File: src/hw/sfrcs_consts.vh
// Purpose: shared constants of the serial flash read capture and status block
// Assumes: 32-bit register bus, byte addresses
// Notes: offsets are byte addresses on the register port
`ifndef SFRCS_CONSTS_VH
`define SFRCS_CONSTS_VH

`define SFRCS_ADDR_W 8
`define SFRCS_OFS_CTRL 8'h04
`define SFRCS_OFS_DATA 8'h08
`define SFRCS_OFS_RD_COUNT 8'h20
`define SFRCS_OFS_TIMING 8'h24
`define SFRCS_OFS_SECONDARY_CONFIG 8'h28
`define SFRCS_OFS_STATUS 8'h2C
`define SFRCS_OFS_MASK 8'h30
`define SFRCS_OFS_RAW 8'h34
`define SFRCS_OFS_CLEAR 8'h38

`define SFRCS_CTRL_START 15
`define SFRCS_CTRL_STOP 14
`define SFRCS_CTRL_POL 8
`define SFRCS_CTRL_PHA 7
`define SFRCS_TIMING_CAPT 6
`define SFRCS_COUNT_W 20
`define SFRCS_SECONDARY_CONFIG_WR_LO 12
`define SFRCS_SECONDARY_CONFIG_RD_LO 8

`define SFRCS_ST_WQ_OVF 11
`define SFRCS_ST_WQ_UNF 10
`define SFRCS_ST_RQ_OVF 9
`define SFRCS_ST_RQ_UNF 8
`define SFRCS_ST_WQ_FULL 7
`define SFRCS_ST_WQ_EMPTY 6
`define SFRCS_ST_RQ_FULL 5
`define SFRCS_ST_RQ_EMPTY 4
`define SFRCS_ST_WQ_BURST 3
`define SFRCS_ST_RQ_BURST 2
`define SFRCS_ST_READY 1
`define SFRCS_ST_DONE 0
`define SFRCS_ST_W 12

`define SFRCS_MASK_RESET 12'hFFF
`define SFRCS_DONE_RESET 1'b1

`define SFRCS_CLK_NS 5
`define SFRCS_SCLK_HALF_NS 20
`define SFRCS_SCLK_HALF_CYC ((`SFRCS_SCLK_HALF_NS + `SFRCS_CLK_NS - 1) / `SFRCS_CLK_NS)

`endif

File: src/hw/sfrcs_rd_queue.v
// Purpose: read queue holding captured words until software pops them
// Assumes: single clock, show-ahead head word
// Notes: push while full and pop while empty are dropped; caller flags them
`default_nettype none

module sfrcs_rd_queue #(
	parameter WIDTH = 32,
	parameter DEPTH = 8,
	parameter AW = 3
) (
	input wire clock,
	input wire rstn,
	input wire push,
	input wire [WIDTH-1:0] push_data,
	input wire pop,
	output wire [WIDTH-1:0] head_data,
	output wire full,
	output wire empty,
	output wire [AW:0] level
);
	reg [WIDTH-1:0] mem [0:DEPTH-1];
	reg [AW-1:0] wr_ptr_reg;
	reg [AW-1:0] rd_ptr_reg;
	reg [AW:0] level_reg;
	wire do_push;
	wire do_pop;

	assign full = (level_reg == DEPTH[AW:0]);
	assign empty = (level_reg == {(AW+1){1'b0}});
	assign level = level_reg;
	assign head_data = mem[rd_ptr_reg];
	assign do_push = push & ~full;
	assign do_pop = pop & ~empty;

	always @(posedge clock) begin
		if (do_push) begin
			mem[wr_ptr_reg] <= push_data;
		end
	end

	always @(posedge clock or negedge rstn) begin
		if (!rstn) begin
			wr_ptr_reg <= {AW{1'b0}};
			rd_ptr_reg <= {AW{1'b0}};
			level_reg <= {(AW+1){1'b0}};
		end else begin
			if (do_push) begin
				wr_ptr_reg <= (wr_ptr_reg == DEPTH[AW-1:0] - 1'b1) ? {AW{1'b0}} : wr_ptr_reg + 1'b1;
			end
			if (do_pop) begin
				rd_ptr_reg <= (rd_ptr_reg == DEPTH[AW-1:0] - 1'b1) ? {AW{1'b0}} : rd_ptr_reg + 1'b1;
			end
			if (do_push && !do_pop) begin
				level_reg <= level_reg + 1'b1;
			end else if (do_pop && !do_push) begin
				level_reg <= level_reg - 1'b1;
			end
		end
	end
endmodule // sfrcs_rd_queue

`default_nettype wire

File: src/hw/sfrcs_top.v
// Purpose: serial flash read engine with capture edge select and masked status
// Assumes: this block drives the serial clock and chip select; data pin is asynchronous
// Notes: the write path lives elsewhere, so its queue reads as permanently empty
//
// Local design decision: strobed register access.
`include "sfrcs_consts.vh"
`default_nettype none

module sfrcs_top #(
	parameter SCLK_HALF_CYC = `SFRCS_SCLK_HALF_CYC,
	parameter RQ_DEPTH = 8,
	parameter RQ_AW = 3,
	parameter WQ_DEPTH = 8
) (
	input wire clock,
	input wire rstn,
	input wire [`SFRCS_ADDR_W-1:0] reg_addr,
	input wire [31:0] reg_wdata,
	input wire reg_write,
	input wire reg_read,
	output reg [31:0] reg_rdata,
	output reg sclk,
	output reg flash_cs_n,
	input wire flash_din
);
	localparam [2:0] ST_IDLE = 3'b001;
	localparam [2:0] ST_RUN = 3'b010;
	localparam [2:0] ST_END = 3'b100;
	localparam [31:0] HALF_LAST_W = SCLK_HALF_CYC - 1;
	localparam [7:0] HALF_LAST = HALF_LAST_W[7:0];
	// the write queue lives elsewhere, so all of its entries count as free
	localparam [31:0] WQ_FREE_W = WQ_DEPTH;
	localparam [RQ_AW:0] WQ_FREE = WQ_FREE_W[RQ_AW:0];

	// software-visible configuration
	reg sclk_idle_polarity_reg;
	reg sclk_phase_select_reg;
	reg capt_edge_reg;
	reg [`SFRCS_COUNT_W-1:0] rd_count_reg;
	reg [1:0] wr_burst_reg;
	reg [1:0] rd_burst_reg;
	reg [`SFRCS_ST_W-1:0] mask_reg;

	// event state
	reg rq_ovf_reg;
	reg rq_unf_reg;
	reg done_reg;
	reg stop_req_reg;

	// serial engine
	reg [2:0] state_reg;
	reg [7:0] div_cnt_reg;
	reg [2:0] bit_cnt_reg;
	reg [1:0] lane_reg;
	reg [7:0] byte_sh_reg;
	reg [31:0] word_reg;
	reg [`SFRCS_COUNT_W-1:0] bytes_left_reg;
	reg continuous_reg;
	reg [1:0] cap_pipe_reg;
	reg din_meta_reg;
	reg din_sync_reg;

	wire wr_ctrl;
	wire start_req;
	wire stop_hit;
	wire pop_req;
	wire q_full;
	wire q_empty;
	wire [RQ_AW:0] q_level;
	wire [31:0] q_head;
	wire capture_rising;
	wire div_end;
	wire new_sclk;
	wire toggle_ok;
	wire sclk_at_idle;
	wire sample_now;
	wire [7:0] byte_done;
	wire byte_end;
	wire last_byte;
	wire [31:0] word_next;
	wire q_push;
	wire clr_write;
	wire [`SFRCS_ST_W-1:0] raw_status;
	wire [`SFRCS_ST_W-1:0] masked_status;
	reg [31:0] rdata_next;

	assign wr_ctrl = reg_write && (reg_addr == `SFRCS_OFS_CTRL);
	assign start_req = wr_ctrl && reg_wdata[`SFRCS_CTRL_START] && state_reg[0];
	assign stop_hit = wr_ctrl && reg_wdata[`SFRCS_CTRL_STOP];
	assign pop_req = reg_read && (reg_addr == `SFRCS_OFS_DATA);
	assign clr_write = reg_write && (reg_addr == `SFRCS_OFS_CLEAR);

	// capture edge: the select bit flips whichever edge the polarity/phase pair picks
	assign capture_rising = (sclk_idle_polarity_reg == sclk_phase_select_reg) ^ capt_edge_reg;

	assign div_end = (div_cnt_reg == HALF_LAST);
	assign new_sclk = ~sclk;
	assign sclk_at_idle = (sclk == sclk_idle_polarity_reg);
	// only park at the idle level so a full queue never leaves half a clock pulse
	assign toggle_ok = !(q_full && sclk_at_idle);

	// the data pin is two flops late, so sampling waits for the same two cycles
	assign sample_now = cap_pipe_reg[1] && state_reg[1];
	assign byte_done = {byte_sh_reg[6:0], din_sync_reg};
	assign byte_end = sample_now && (bit_cnt_reg == 3'h7);
	assign last_byte = (!continuous_reg && (bytes_left_reg == 20'h00001)) || stop_req_reg;
	assign word_next = (lane_reg == 2'h0) ? {24'h000000, byte_done} :
		(lane_reg == 2'h1) ? {word_reg[31:16], byte_done, word_reg[7:0]} :
		(lane_reg == 2'h2) ? {word_reg[31:24], byte_done, word_reg[15:0]} :
		{byte_done, word_reg[23:0]};
	assign q_push = byte_end && ((lane_reg == 2'h3) || last_byte);

	// the engine parks before a push can meet a full queue; overflow stays a guard
	sfrcs_rd_queue #(
		.WIDTH(32),
		.DEPTH(RQ_DEPTH),
		.AW(RQ_AW)
	) u_rd_queue (
		.clock(clock),
		.rstn(rstn),
		.push(q_push),
		.push_data(word_next),
		.pop(pop_req),
		.head_data(q_head),
		.full(q_full),
		.empty(q_empty),
		.level(q_level)
	);

	// the write queue is outside this block and always reads as empty
	assign raw_status[`SFRCS_ST_WQ_OVF] = 1'b0;
	assign raw_status[`SFRCS_ST_WQ_UNF] = 1'b0;
	assign raw_status[`SFRCS_ST_RQ_OVF] = rq_ovf_reg;
	assign raw_status[`SFRCS_ST_RQ_UNF] = rq_unf_reg;
	assign raw_status[`SFRCS_ST_WQ_FULL] = 1'b0;
	assign raw_status[`SFRCS_ST_WQ_EMPTY] = 1'b1;
	assign raw_status[`SFRCS_ST_RQ_FULL] = q_full;
	assign raw_status[`SFRCS_ST_RQ_EMPTY] = q_empty;
	assign raw_status[`SFRCS_ST_WQ_BURST] = (WQ_FREE >= {{(RQ_AW-1){1'b0}}, wr_burst_reg});
	assign raw_status[`SFRCS_ST_RQ_BURST] = (q_level >= {{(RQ_AW-1){1'b0}}, rd_burst_reg});
	assign raw_status[`SFRCS_ST_READY] = state_reg[0];
	assign raw_status[`SFRCS_ST_DONE] = done_reg;
	assign masked_status = raw_status & ~mask_reg;

	// reading the data window pops the head, so an empty read flags underflow
	always @* begin
		rdata_next = 32'h00000000;
		case (reg_addr)
			`SFRCS_OFS_CTRL: begin
				rdata_next[`SFRCS_CTRL_POL] = sclk_idle_polarity_reg;
				rdata_next[`SFRCS_CTRL_PHA] = sclk_phase_select_reg;
			end
			`SFRCS_OFS_DATA: rdata_next = q_empty ? 32'h00000000 : q_head;
			`SFRCS_OFS_RD_COUNT: rdata_next[`SFRCS_COUNT_W-1:0] = rd_count_reg;
			`SFRCS_OFS_TIMING: rdata_next[`SFRCS_TIMING_CAPT] = capt_edge_reg;
			`SFRCS_OFS_SECONDARY_CONFIG: begin
				rdata_next[`SFRCS_SECONDARY_CONFIG_WR_LO+1:`SFRCS_SECONDARY_CONFIG_WR_LO] = wr_burst_reg;
				rdata_next[`SFRCS_SECONDARY_CONFIG_RD_LO+1:`SFRCS_SECONDARY_CONFIG_RD_LO] = rd_burst_reg;
			end
			`SFRCS_OFS_STATUS: rdata_next[`SFRCS_ST_W-1:0] = masked_status;
			`SFRCS_OFS_MASK: rdata_next[`SFRCS_ST_W-1:0] = mask_reg;
			`SFRCS_OFS_RAW: rdata_next[`SFRCS_ST_W-1:0] = raw_status;
			default: rdata_next = 32'h00000000;
		endcase
	end

	// register port: read data stands only in the cycle after the strobe
	always @(posedge clock or negedge rstn) begin
		if (!rstn) begin
			reg_rdata <= 32'h00000000;
		end else if (reg_read) begin
			reg_rdata <= rdata_next;
		end else begin
			reg_rdata <= 32'h00000000;
		end
	end

	// configuration writes; reserved bits are dropped so their write value is moot
	always @(posedge clock or negedge rstn) begin
		if (!rstn) begin
			sclk_idle_polarity_reg <= 1'b0;
			sclk_phase_select_reg <= 1'b0;
			capt_edge_reg <= 1'b0;
			rd_count_reg <= 20'h00000;
			wr_burst_reg <= 2'h0;
			rd_burst_reg <= 2'h0;
			mask_reg <= `SFRCS_MASK_RESET;
		end else if (reg_write) begin
			case (reg_addr)
				`SFRCS_OFS_CTRL: begin
					// changing the clock shape mid-transfer would tear the frame
					if (state_reg[0]) begin
						sclk_idle_polarity_reg <= reg_wdata[`SFRCS_CTRL_POL];
						sclk_phase_select_reg <= reg_wdata[`SFRCS_CTRL_PHA];
					end
				end
				`SFRCS_OFS_RD_COUNT: rd_count_reg <= reg_wdata[`SFRCS_COUNT_W-1:0];
				`SFRCS_OFS_TIMING: capt_edge_reg <= reg_wdata[`SFRCS_TIMING_CAPT];
				`SFRCS_OFS_SECONDARY_CONFIG: begin
					wr_burst_reg <= reg_wdata[`SFRCS_SECONDARY_CONFIG_WR_LO+1:`SFRCS_SECONDARY_CONFIG_WR_LO];
					rd_burst_reg <= reg_wdata[`SFRCS_SECONDARY_CONFIG_RD_LO+1:`SFRCS_SECONDARY_CONFIG_RD_LO];
				end
				`SFRCS_OFS_MASK: mask_reg <= reg_wdata[`SFRCS_ST_W-1:0];
				default: begin
				end
			endcase
		end
	end

	// sticky queue errors: a new event in the clearing cycle survives the clear
	always @(posedge clock or negedge rstn) begin
		if (!rstn) begin
			rq_ovf_reg <= 1'b0;
			rq_unf_reg <= 1'b0;
		end else begin
			if (q_push && q_full) begin
				rq_ovf_reg <= 1'b1;
			end else if (clr_write && reg_wdata[`SFRCS_ST_RQ_OVF]) begin
				rq_ovf_reg <= 1'b0;
			end
			if (pop_req && q_empty) begin
				rq_unf_reg <= 1'b1;
			end else if (clr_write && reg_wdata[`SFRCS_ST_RQ_UNF]) begin
				rq_unf_reg <= 1'b0;
			end
		end
	end

	// data pin synchroniser
	always @(posedge clock or negedge rstn) begin
		if (!rstn) begin
			din_meta_reg <= 1'b0;
			din_sync_reg <= 1'b0;
		end else begin
			din_meta_reg <= flash_din;
			din_sync_reg <= din_meta_reg;
		end
	end

	// serial engine; half period must exceed the two-cycle sample delay
	always @(posedge clock or negedge rstn) begin
		if (!rstn) begin
			state_reg <= ST_IDLE;
			sclk <= 1'b0;
			flash_cs_n <= 1'b1;
			div_cnt_reg <= 8'h00;
			bit_cnt_reg <= 3'h0;
			lane_reg <= 2'h0;
			byte_sh_reg <= 8'h00;
			word_reg <= 32'h00000000;
			bytes_left_reg <= 20'h00000;
			continuous_reg <= 1'b0;
			cap_pipe_reg <= 2'h0;
			stop_req_reg <= 1'b0;
			done_reg <= `SFRCS_DONE_RESET;
		end else begin
			cap_pipe_reg <= {cap_pipe_reg[0], 1'b0};
			case (state_reg)
				ST_IDLE: begin
					sclk <= sclk_idle_polarity_reg;
					if (start_req) begin
						state_reg <= ST_RUN;
						flash_cs_n <= 1'b0;
						div_cnt_reg <= 8'h00;
						bit_cnt_reg <= 3'h0;
						lane_reg <= 2'h0;
						word_reg <= 32'h00000000;
						bytes_left_reg <= rd_count_reg;
						continuous_reg <= (rd_count_reg == 20'h00000);
						stop_req_reg <= 1'b0;
						done_reg <= 1'b0;
					end
				end
				ST_RUN: begin
					if (stop_hit) begin
						stop_req_reg <= 1'b1;
					end
					if (div_end) begin
						if (toggle_ok) begin
							div_cnt_reg <= 8'h00;
							sclk <= new_sclk;
							// only capture edges enter the pipe; shift edges leave the sampler alone
							cap_pipe_reg <= {cap_pipe_reg[0], (new_sclk == capture_rising)};
						end
					end else begin
						div_cnt_reg <= div_cnt_reg + 8'h01;
					end
					if (sample_now) begin
						byte_sh_reg <= byte_done;
						bit_cnt_reg <= bit_cnt_reg + 3'h1;
					end
					if (byte_end) begin
						word_reg <= word_next;
						lane_reg <= lane_reg + 2'h1;
						bytes_left_reg <= bytes_left_reg - 20'h00001;
						if (last_byte) begin
							state_reg <= ST_END;
						end
					end
				end
				ST_END: begin
					// bring the clock back to its idle level before releasing select
					if (!sclk_at_idle) begin
						if (div_end) begin
							div_cnt_reg <= 8'h00;
							sclk <= new_sclk;
						end else begin
							div_cnt_reg <= div_cnt_reg + 8'h01;
						end
					end else begin
						// ready and done rise in the same cycle as select is released
						flash_cs_n <= 1'b1;
						done_reg <= 1'b1;
						state_reg <= ST_IDLE;
					end
				end
				default: begin
					state_reg <= ST_IDLE;
					flash_cs_n <= 1'b1;
					sclk <= sclk_idle_polarity_reg;
					div_cnt_reg <= 8'h00;
					stop_req_reg <= 1'b0;
					done_reg <= 1'b1;
				end
			endcase
		end
	end
endmodule // sfrcs_top

`default_nettype wire

File: config.mk
export PLATFORM = sky130hd
export DESIGN_NAME = sfrcs_top
export DESIGN_NICKNAME = d
export VERILOG_FILES = /design/src/hw/sfrcs_rd_queue.v /design/src/hw/sfrcs_top.v
export VERILOG_INCLUDE_DIRS = /design/src /design/src/hw
export SDC_FILE = /design/constraint.sdc
export NUM_CORES = 1
export LEC_CHECK = 0
export ABC_AREA = 1
export ABC_CLOCK_PERIOD_IN_PS = 4350
export BUFFER_PORTS_ARGS = -buffer_cell sky130_fd_sc_hd__buf_2
export CAP_MARGIN = 5
export CORE_MARGIN = 1.5
export CORE_UTILIZATION = 45
export DETAILED_ROUTE_END_ITERATION = 8
export SKIP_LAST_GASP = 1
export SYNTH_ARGS = -nofsm -noshare
export SYNTH_HDL_FRONTEND = slang
export SYNTH_SLANG_ARGS = --single-unit
File: constraint.sdc
create_clock -name clock -period 4.35 [get_ports clock]
set_input_delay 0.435 -clock clock [delete_from_list [all_inputs] [get_ports clock]]
set_output_delay 0.435 -clock clock [all_outputs]
set_load 0.01 [all_outputs]
==> impl_results.md <==
* Status: complete, no violations
* Synth Area in Simple Gates at 18.3%
* Drt drc at 0
* Largest register FFs at 256
* Routed wire length at 47200 um
* CP Data Arrival Time at 3.73 ns
* Fraction of synthesized area in multiplexers at 0.706%
* Net Sw Frac at 25.8%
* WP data required at 4.79 ns
* Layout Cells excl Fill at 2480
* Drt via density at 5.38
* Int Pwr at 6.89 mW
* Post-synth top area share at 41.3%
* Dpl cells at 2396
* ANT cells at 0
* Post-Synth Adder-Cell Area at 1.32%
* Synthesized area per cell at 10.0 um2
* Post-Synthesis Cells at 1858
* Setup CP Type: reg -> reg
* Max FO, Critical Path at 9
* Num rows at 74
* First-pass GRT wire length at 72900 um
* Max-slew violations at 0
* Post-CTS sizing at 0
* P_leak at 8.66 nW
* Register area share after synthesis at 63.7%
* Clock Path Buffers at 3
* Die area at 42600 um2
* Reg power frac at 49.9%
* Post-synth EDFFs at 256
* Root Buffer: clkbuf_16
* Max rail drop VDD at 270 uV
* CTS tree: built
* Post-route cell area at 20900 um2
* Compound-cell area share of the yosys netlist at 10.2%
* Port buffer count at 66
* Post-DRT Antenna Nets at 0
* Worst Tran Pin Value at 1.06 ns
* Post-CTS Hold Buffers at 1
* Synth Register Bits at 422
* Die X at 206 um
* Vias at 13344
* RR Startpoint: bytes_left_reg[8]$_DFFE_PN0P_
* Pwr per Cell Area at 443 nW/um2
* Dominant synthesized flop cell: edfxtp_1
* Final setup vio count at 0
* I/O pins at 79
* Flop-to-flop setup slack at 1.06 ns
* Worst R2R End: u_rd_queue.level[3]$_DFFE_PN0P_
* Final hold violation count at 0
* Gr ovfl total at 0
* Net Sw Power at 2.39 mW
* Proportion of layout cells with a drive suffix above 1 at 11.5%
* DR WL/cell at 19.0 um
* Clk slew on worst S/H paths at 0.06 ns
* Hpwl dp at 28300 um
* Logic pwr share at 10.6%
* Largest family of logic cells by synthesized area: simple AND/OR/NAND/NOR gates
* Initial antenna violation count at 0
* Placer Congestion at 0.876
* Final Cycle Share at 75.6%
* Total power at 9.28 mW
* Post-CTS Repair Setup Buffers at 0
* Max cap viols at 0
* Reg2Reg Depth at 15
* Synth warn at 0
* Commonest cells in the synthesized netlist: nand2_1, nor2_1, edfxtp_1
* Min-delay worst type: in -> async
* Max transition margin at 28.4%
* Area leader, netlist: edfxtp_1
* Worst Setup Start Kind: register
* Async S/R FF share, synth at 39.3%
* Worst Clk Skew at 0.0210 ns
* P&R area growth vs syn at 12.4%
* TritonCTS Buffers at 45
* Clk pwr share at 39.4%
* TritonRoute pass-1 iters at 7
* Worst skew pair latency at 0.58 ns
* Synthesized area at 18600 um2
* H-tree Lvls at 2
* Setup TNS at 0 ns
* Die height at 206 um
* Count leader, synth: nand2_1
* Core Area at 40800 um2
* Initial drt markers at 1168
* Total GRT Usage at 22.6%
* Area of placed instances at 19500 um2
* Xor/xnor share of the synthesized area at 0.471%
* Fmax at 304 MHz
* Netlist cell types at 44
* Largest net degree at the start of global routing at 99
* Syn nets at 1922
* # clock sinks at 422
* Initial Util at 45.6%
* Nets at 1976
* Vias in the first global route at 12515
* Synth top area cells: edfxtp_1, dfrtp_1, nand2_1, o21ai_0, nor2_1
* Fin Hold WS at 0.0265 ns
* Critical Path End Type: register
* RSZ-0062 raised after global routing: false
* Period minus WS final at 3.29 ns
## kinds of logic after synthesis
kind of cell	count (synthesis)
XOR/XNOR	10
AND/OR/NAND/NOR	811
flip-flops	422
adder cells (fa/ha/maj)	19
multiplexers	9
AO/OA/AOI/OAI	347
buffers and inverters	240
## worst max path at each step
stage | cells past startpoint | startpoint | endpoint | slack (ns)
floorplan | 7 | bytes_left_reg[8]$_DFFE_PN0P_ | u_rd_queue.mem[0][0]$_DFFE_PP_ | 1.31
global placement | 15 | bytes_left_reg[9]$_DFFE_PN0P_ | u_rd_queue.level[3]$_DFFE_PN0P_ | 1.23
detailed placement | 15 | bytes_left_reg[8]$_DFFE_PN0P_ | u_rd_queue.level[3]$_DFFE_PN0P_ | 1.06
CTS | 15 | bytes_left_reg[8]$_DFFE_PN0P_ | u_rd_queue.level[3]$_DFFE_PN0P_ | 1.06
global route | 15 | bytes_left_reg[8]$_DFFE_PN0P_ | u_rd_queue.level[3]$_DFFE_PN0P_ | 0.77
finish | 15 | bytes_left_reg[8]$_DFFE_PN0P_ | u_rd_queue.level[3]$_DFFE_PN0P_ | 1.06
## cell type report
cell class              instances  area, um2
fillers                      3680      19900
multi-input cells            1196       5820
clock buffers                  66       1260
clock inverters                17        140
well taps                     532        666
flip-flops and latches        422      11900
repair buffers                 93        592
inverters                     154        581
## critical path: stages (launching register included)
cell and delay (ns):
dfrtp_1 0.41, nor2_1 0.27, nand2_1 0.12, nor2_1 0.17, nand3_1 0.13, nand3_1 0.24
nand3_2 0.39, inv_1 0.16, ha_1 0.15, inv_1 0.09, ha_1 0.34, a21oi_1 0.18
nand2_1 0.10, a21oi_1 0.12, o21ai_0 0.13, xor2_1 0.16
## cells in the final DEF, fill, tap and decap left out, drive strengths merged
cell type,Yosys,final
a211oi,7,7
nand3b,2,2
mux2,9,9
o31ai,2,2
o211ai,33,33
xor2,5,5
dfrtp,152,152
nor2,277,277
nand4,13,13
a31o,1,1
nor3,9,9
dfstp,14,14
a21oi,56,56
xnor2,5,5
nor3b,1,1
o221ai,1,1
clkbuf,46,66
nor4,4,4
a21boi,1,1
inv,153,154
edfxtp,256,256
nand2,367,367
nand3,136,136
bufinv,0,1
ha,18,18
o22ai,34,34
clkinv,1,16
fa,1,1
buf,40,92
o21ai,212,212
dlygate4sd3,0,1
or2,2,2
## per-layer routing
layer | GRT usage, % | wire length (um) | vias up
li1 | - | - | 6413
met1 | 32.2 | 21600 | 6553
met2 | 36.4 | 22200 | 331
met3 | 3.53 | 2700 | 47
met4 | 5.43 | 685 | 0
met5 | 0 | 0 | -
## stage by stage
stage / setup slack (ns) / util [%]
global placement: 1.23 / 47.8
floorplan: 1.31 / -
global route: 0.770 / 51.2
CTS: 1.06 / 51.2
detailed placement: 1.06 / 47.8
finish: 1.06 / 51.2
## power groups by stage
stage / combinational, mW / sequential (mW) / clock [mW]
detailed placement: 0.988 / 4.71 / 0
global placement: 0.969 / 4.71 / 0
CTS: 0.997 / 4.63 / 3.73
global route: 1.13 / 4.66 / 3.88
floorplan: 0.702 / 4.66 / 0
finish: 0.987 / 4.63 / 3.66
No activity file was read; power rests on OpenSTA's default activity.
